===== src/motion_alarm_pkg.sv =====
// Function
// - move request before homing completes, with homing not running, raises alarm 082, all modes
// - move request while homing is running raises alarm 084, all modes
// - move to a missing position number raises 085, never in point-stop modes
// - software reset request while servo is on raises alarm 090
// - teaching with position number above 63 raises 091, not in point-stop
// - write strobe during jog in pattern-1 teaching, positioner 2, raises 092
// - write strobe before homing in pattern-1 teaching, positioner 2, raises 093
package motion_alarm_pkg;

	// register byte offsets
	localparam logic [7:0] OFS_CTRL = 8'h00;
	localparam logic [7:0] OFS_STAT = 8'h04;
	localparam logic [7:0] OFS_ICLR = 8'h08;
	localparam logic [7:0] OFS_IEN = 8'h0C;
	localparam logic [7:0] OFS_ALARM = 8'h10;
	localparam logic [7:0] OFS_POSLO = 8'h14;
	localparam logic [7:0] OFS_POSHI = 8'h18;
	localparam logic [7:0] OFS_PINS = 8'h1C;

	// field positions
	localparam int unsigned CTRL_PAT1_BIT = 4;
	localparam int unsigned ALARM_ACT_BIT = 16;

	// reset values
	localparam logic [2:0] MODE_RST = 3'h0;
	localparam logic [6:0] IEN_RST = 7'h00;
	localparam logic [63:0] POS_VALID_RST = 64'h0000_0000_0000_0000;

	// alarm codes and event indices
	localparam int unsigned NUM_EV = 7;
	localparam int unsigned EV_HOME_INC = 0;
	localparam int unsigned EV_HOMING = 1;
	localparam int unsigned EV_POS_NUM = 2;
	localparam int unsigned EV_SRST_SV = 3;
	localparam int unsigned EV_TEACH_NUM = 4;
	localparam int unsigned EV_JOG_WRT = 5;
	localparam int unsigned EV_WRT_HOME = 6;
	localparam logic [11:0] ALM_NONE = 12'h000;
	localparam logic [11:0] ALM_HOME_INC = 12'h082;
	localparam logic [11:0] ALM_HOMING = 12'h084;
	localparam logic [11:0] ALM_POS_NUM = 12'h085;
	localparam logic [11:0] ALM_SRST_SV = 12'h090;
	localparam logic [11:0] ALM_TEACH_NUM = 12'h091;
	localparam logic [11:0] ALM_JOG_WRT = 12'h092;
	localparam logic [11:0] ALM_WRT_HOME = 12'h093;

	// highest teachable position number
	localparam logic [7:0] POS_MAX = 8'h3F;

	localparam logic [1:0] RESP_OKAY = 2'b00;
	localparam logic [1:0] RESP_SLVERR = 2'b10;

	typedef enum logic [2:0]
	{
		MODE_POS1 = 3'b000,
		MODE_PULSE = 3'b001,
		MODE_POS2 = 3'b010,
		MODE_SPS1 = 3'b011,
		MODE_SPS2 = 3'b100
	} mode_t;

	// point-stop modes, and any unused code, skip position checks
	function automatic logic is_point_stop(input logic [2:0] mode);
		return mode >= MODE_SPS1;
	endfunction

	// lowest event index wins the latched code
	function automatic logic [11:0] code_of(input logic [6:0] ev);
		logic [11:0] c;
		c = ALM_NONE;
		if (ev[EV_WRT_HOME]) c = ALM_WRT_HOME;
		if (ev[EV_JOG_WRT]) c = ALM_JOG_WRT;
		if (ev[EV_TEACH_NUM]) c = ALM_TEACH_NUM;
		if (ev[EV_SRST_SV]) c = ALM_SRST_SV;
		if (ev[EV_POS_NUM]) c = ALM_POS_NUM;
		if (ev[EV_HOMING]) c = ALM_HOMING;
		if (ev[EV_HOME_INC]) c = ALM_HOME_INC;
		return c;
	endfunction

	// merge write data into a word under byte strobes
	function automatic logic [31:0] apply_strb(input logic [31:0] old,
		input logic [31:0] wd, input logic [3:0] strb);
		logic [31:0] v;
		v = old;
		for (int i = 0; i < 4; i++)
		begin
			if (strb[i]) v[i*8 +: 8] = wd[i*8 +: 8];
		end
		return v;
	endfunction

endpackage


===== src/alarm_latch.sv =====
`timescale 1ns/1ps
module alarm_latch
	import motion_alarm_pkg::*;
(
	input wire logic aclk,
	input wire logic aresetn,
	input wire logic [6:0] events,
	input wire logic alarm_reset,
	output logic [11:0] alarm_code,
	output logic alarm_active
);

	typedef struct packed
	{
		logic active;
		logic [11:0] code;
	} latch_t;

	latch_t latch_r;
	latch_t latch_nxt;

	// first alarm is held; a new event beats a reset in the same cycle
	always_comb
	begin
		latch_nxt = latch_r;
		if (alarm_reset)
		begin
			latch_nxt.active = 1'b0;
			latch_nxt.code = ALM_NONE;
		end
		if ((|events) && (!latch_r.active || alarm_reset))
		begin
			latch_nxt.active = 1'b1;
			latch_nxt.code = code_of(events);
		end
	end

	always_ff @(posedge aclk)
	begin
		if (!aresetn)
			latch_r <= '0;
		else
			latch_r <= latch_nxt;
	end

	assign alarm_code = latch_r.code;
	assign alarm_active = latch_r.active;

	code_hold_a: assert property (@(posedge aclk) disable iff (!aresetn)
		alarm_active && !alarm_reset |=> $stable(alarm_code) && alarm_active)
		else $error("latched alarm code changed without reset");

endmodule


===== config.mk =====
export PLATFORM = sky130hd
export DESIGN_NAME = alarm_latch
export DESIGN_NICKNAME = d
export VERILOG_FILES = /design/src/motion_alarm_pkg.sv /design/src/alarm_latch.sv
export SDC_FILE = /design/constraint.sdc
export NUM_CORES = 1
export LEC_CHECK = 0
export ABC_CLOCK_PERIOD_IN_PS = 1500
export BUFFER_PORTS_ARGS = -buffer_cell sky130_fd_sc_hd__buf_4
export CAP_MARGIN = 25
export CORE_AREA = 2 2 39 41
export DETAILED_ROUTE_END_ITERATION = 10
export DIE_AREA = 0 0 41 43
export GPL_TIMING_DRIVEN = 0
export HOLD_SLACK_MARGIN = 0.08
export PLACE_DENSITY_LB_ADDON = 0.25
export SYNTH_ARGS = -nofsm -noshare
export SYNTH_HDL_FRONTEND = slang
export SYNTH_SLANG_ARGS = --single-unit

===== constraint.sdc =====
create_clock -name aclk -period 1.5 [get_ports aclk]
set_input_delay 0.3 -clock aclk [delete_from_list [all_inputs] [get_ports aclk]]
set_output_delay 0.3 -clock aclk [all_outputs]
set_load 0.01 [all_outputs]

-- Word-level counts from Yosys, hierarchy flattened
Cells that the tools add are included.
- bits in registers: 13
- logic and storage cells: 16
- input bits: 10
- output and inout bits: 13
- multiplexer cells: 9
- reductions and logical operators: 5
- operators by type and width (kind ; number):
    $mux W12 ; 6
    $mux W13 ; 2
    $mux W8 ; 1
    $reduce_or A7 Y1 ; 1
    $reduce_bool A2 Y1 ; 1
    $logic_and A1 B1 Y1 ; 1
    $logic_not A1 Y1 ; 1
    $logic_or A1 B1 Y1 ; 1

-- Logic depth before layout (Yosys ltp)
- word-level depth: 8
- depth in mapped cells: 4
- mapped depth without buffers: 4

-- Worst setup path before layout
No wires, ideal clock.
- path type: reg2reg
- from: register latch_r (netlist bit alarm_active)
- to: register latch_r (netlist bit alarm_code[0])
- path slack: 0.260 ns
- period minus slack after synthesis: 1.240 ns
- path buffers: 0
- setup time: 0.070 ns
- arrival time: 1.170 ns
- cell stages (with the launch flop): 5
- data required time: 1.430 ns
- cells stage by stage: dfxtp_1 > nor2b_1 > a21oi_2 > or3b_1 > a21boi_1
- longest elaborated chain between the ends: 4
- elaborated cells between the ends (all ways): 5
- those cells by class: 1 x mux; 4 x reduce/logical
- ends and longest elaborated chain (item ; line ; RTL):
    from (decl) ; alarm_latch.sv:19 ; latch_t latch_r;
    from (signal assigned) ; alarm_latch.sv:43 ; latch_r <= latch_nxt;
    $logic_not A1 Y1 (*) ; alarm_latch.sv:31 ; if ((|events) && (!latch_r.active || alarm_reset))
    $logic_or A1 B1 Y1 (*) ; alarm_latch.sv:31 ;
    $logic_and A1 B1 Y1 (*) ; alarm_latch.sv:31 ;
    $mux W13 / $reduce_bool A2 Y1 (equally long branches) ; -- ;
Every way passes the cells marked *; elsewhere a longest branch is shown, timed or not.
A chain may end at the register's enable or synchronous reset.

-- Final worst setup path
- from: register latch_r (netlist bit alarm_active)
- to: register latch_r (netlist bit alarm_code[1])
Same word-level chain as after synthesis.

==> results.txt <==
CTS clock-pin slew for the worst setup and hold paths -> 0.04 ns
Min Clock Period, post-route -> 1.31 ns
Num CTS Buffers -> 3
Worst Path Required -> 1.66 ns
root buf cell -> clkbuf_4
Clock Path Buffers -> 2
Die Width -> 41 um
WP buf/inv -> 0
critical path class -> flop to flop
# hold bufs at CTS -> 0
post-synth cell types -> 19
Area Overhead vs Synth -> 47.5%
wl on met1 -> 312 um
largest net degree at the start of global routing -> 7
post-route antenna net violation count -> 0
Total Routing Usage GR -> 10.9%
First-pass DRT Iterations -> 4
Gate Count Post-Synth -> 42
Setup WS post-layout -> 0.186 ns
arrival time worst endpoint -> 1.48 ns
setup slack, reg-to-reg -> 0.19 ns
Worst setup EP type -> flop
slowest stage delay, CP -> 0.36 ns
Detail Route met3 WL -> 61 um
min-delay worst type -> primary input to flop
final wirelength -> 753 um
Slowest-stage cell, CP -> or3b_1
Final setup viols -> 0
I/O pin count -> 23
RSZ-0062 raised after global routing -> no
PortBufs -> 15
Post-synth ARST share -> 0%
Die Span Y -> 43 um
maximum ir drop on the vdd rail -> 0.382 mV
initial antenna violation count -> 0
DRT iter0 DRCs -> 3
Clock Sinks -> 6
Die ar. -> 0.00176 sq mm
DRC errors left -> 0
Max Clk Rate -> 761 MHz
first-pass GRT wire length -> 1.21 mm
CTS tree -> done
RePlAce Congestion -> 0.657
Post-synth EDFFs -> 0
grt total ovfl -> 0
Power Total -> 0.412 mW
worst hold slack -> 0.309 ns
cts repair resizes -> 0
post-DR vias/cell -> 4.17
clk_skew -> 0.000507 ns
Ys Warns -> 0
Finished Layout Cells -> 82
vias in the first global route -> 308
Final Hold Fails -> 0
Cell Chain, Critical Path -> nor2b_1 > a21oi_2 > or3b_1 > a21boi_1
max layer used -> met4
placed insts -> 79
Top delay family on crit path -> simple AND/OR/NAND/NOR gates
worst-path maximum fanout -> 5
CP startpoint kind -> flop
post-CTS setup buffer count -> 0
ys flop type -> dfxtp_1
routed len/inst -> 9.18 um
FF+latch count, synth -> 6
setup_tns -> 0 ns
vias -> 342
metal2 WL -> 349 um
period utilisation layout -> 87.6%
LEAKAGE -> 0.252 nW
Mapped Avg Cell Area -> 8.91 sq um
synthesized area -> 374 sq um
Post-Route Utilization -> 39.9%
H-tree depth -> 1
fin area -> 552 sq um
Max Cap Violations -> 0
fin. max-slew vios -> 0
DP Area -> 529 sq um
starting density of the core -> 27.0%
layout net count -> 78
row count -> 14
share of layout cells above drive strength 1 -> 42.4%
status -> finished clean
Power Density -> 747 mW/mm^2
clk_lat worst skew -> 0.24 ns
dpl ws -> 0.0135 ns
antenna cell count -> 0
register area share after synthesis -> 32.1%
Core Region -> 0.00138 sq mm
-- metal layers --
metal / GRT usage, % / vias up
li1: - / 180
met1: 14.0 / 145
met3: 1.57 / 4
met2: 12.8 / 13
met4: 14.0 / 0
met5: 0 / -
-- path summary, 6_finish.rpt --
check / depth (start not counted) / end / from
worst max-delay path: 4 / alarm_code[1]$_SDFFE_PN0P_ / alarm_active$_SDFFE_PN0P_
worst min-delay path: 2 / alarm_code[7]$_SDFFE_PN0P_ / aresetn
worst max register to register: 4 / alarm_code[1]$_SDFFE_PN0P_ / alarm_active$_SDFFE_PN0P_
worst min register to register: 2 / alarm_code[0]$_SDFFE_PN0P_ / alarm_code[0]$_SDFFE_PN0P_
-- Yosys cell counts (2+ instances only) --
master    count  area [sq um]
o21ai_0       3          15.0
or3b_1        2          17.5
a21boi_1      2          15.0
nand2b_1      2          12.5
dfxtp_1       6           120
nor2_1        2          7.51
nor2b_1       4          25.0
a21boi_0      2          15.0
buf_4         7          52.6
nor3_1        2          10.0
o21a_1        2          15.0
-- layout by cell type, fill, tap and decap left out, types with 2 or more instances in the layout --
cell	n
o21a_1	2
a21boi_1	2
nand2b_1	2
conb_1	7
dfxtp_1	6
nor3_1	2
a21boi_0	2
or3b_1	2
o21ai_0	3
buf_4	22
nor2_1	2
nor2b_1	4
clkbuf_4	3
-- sequential cells by signal, indices dropped and copies added, names as in the netlist --
| register | flops |
|---|---|
| alarm_code | 5 |
| alarm_active | 1 |
-- cell type report --
class / count / area (sq um)
Fill cell: 146 / 832
Multi-Input combinational cell: 34 / 220
Sequential cell: 6 / 120
Timing Repair Buffer: 15 / 113
Buffer: 7 / 52.6
Clock buffer: 3 / 22.5
Tap cell: 16 / 20.0
Inverter: 1 / 3.75
-- power by group --
group | internal (mW) | switching, mW
Clock | 0.0902 | 0.0533
Sequential | 0.169 | 0.00355
Combinational | 0.0524 | 0.0440
-- kinds of logic after synthesis --
group / Yosys count / share of synthesized area [%]
compound gates: 11 / 19.7
flops: 6 / 32.1
buf+inv: 8 / 15.0
other cells: 1 / 1.00
simple gates: 16 / 32.1
(Power assumes the default switching activity.)
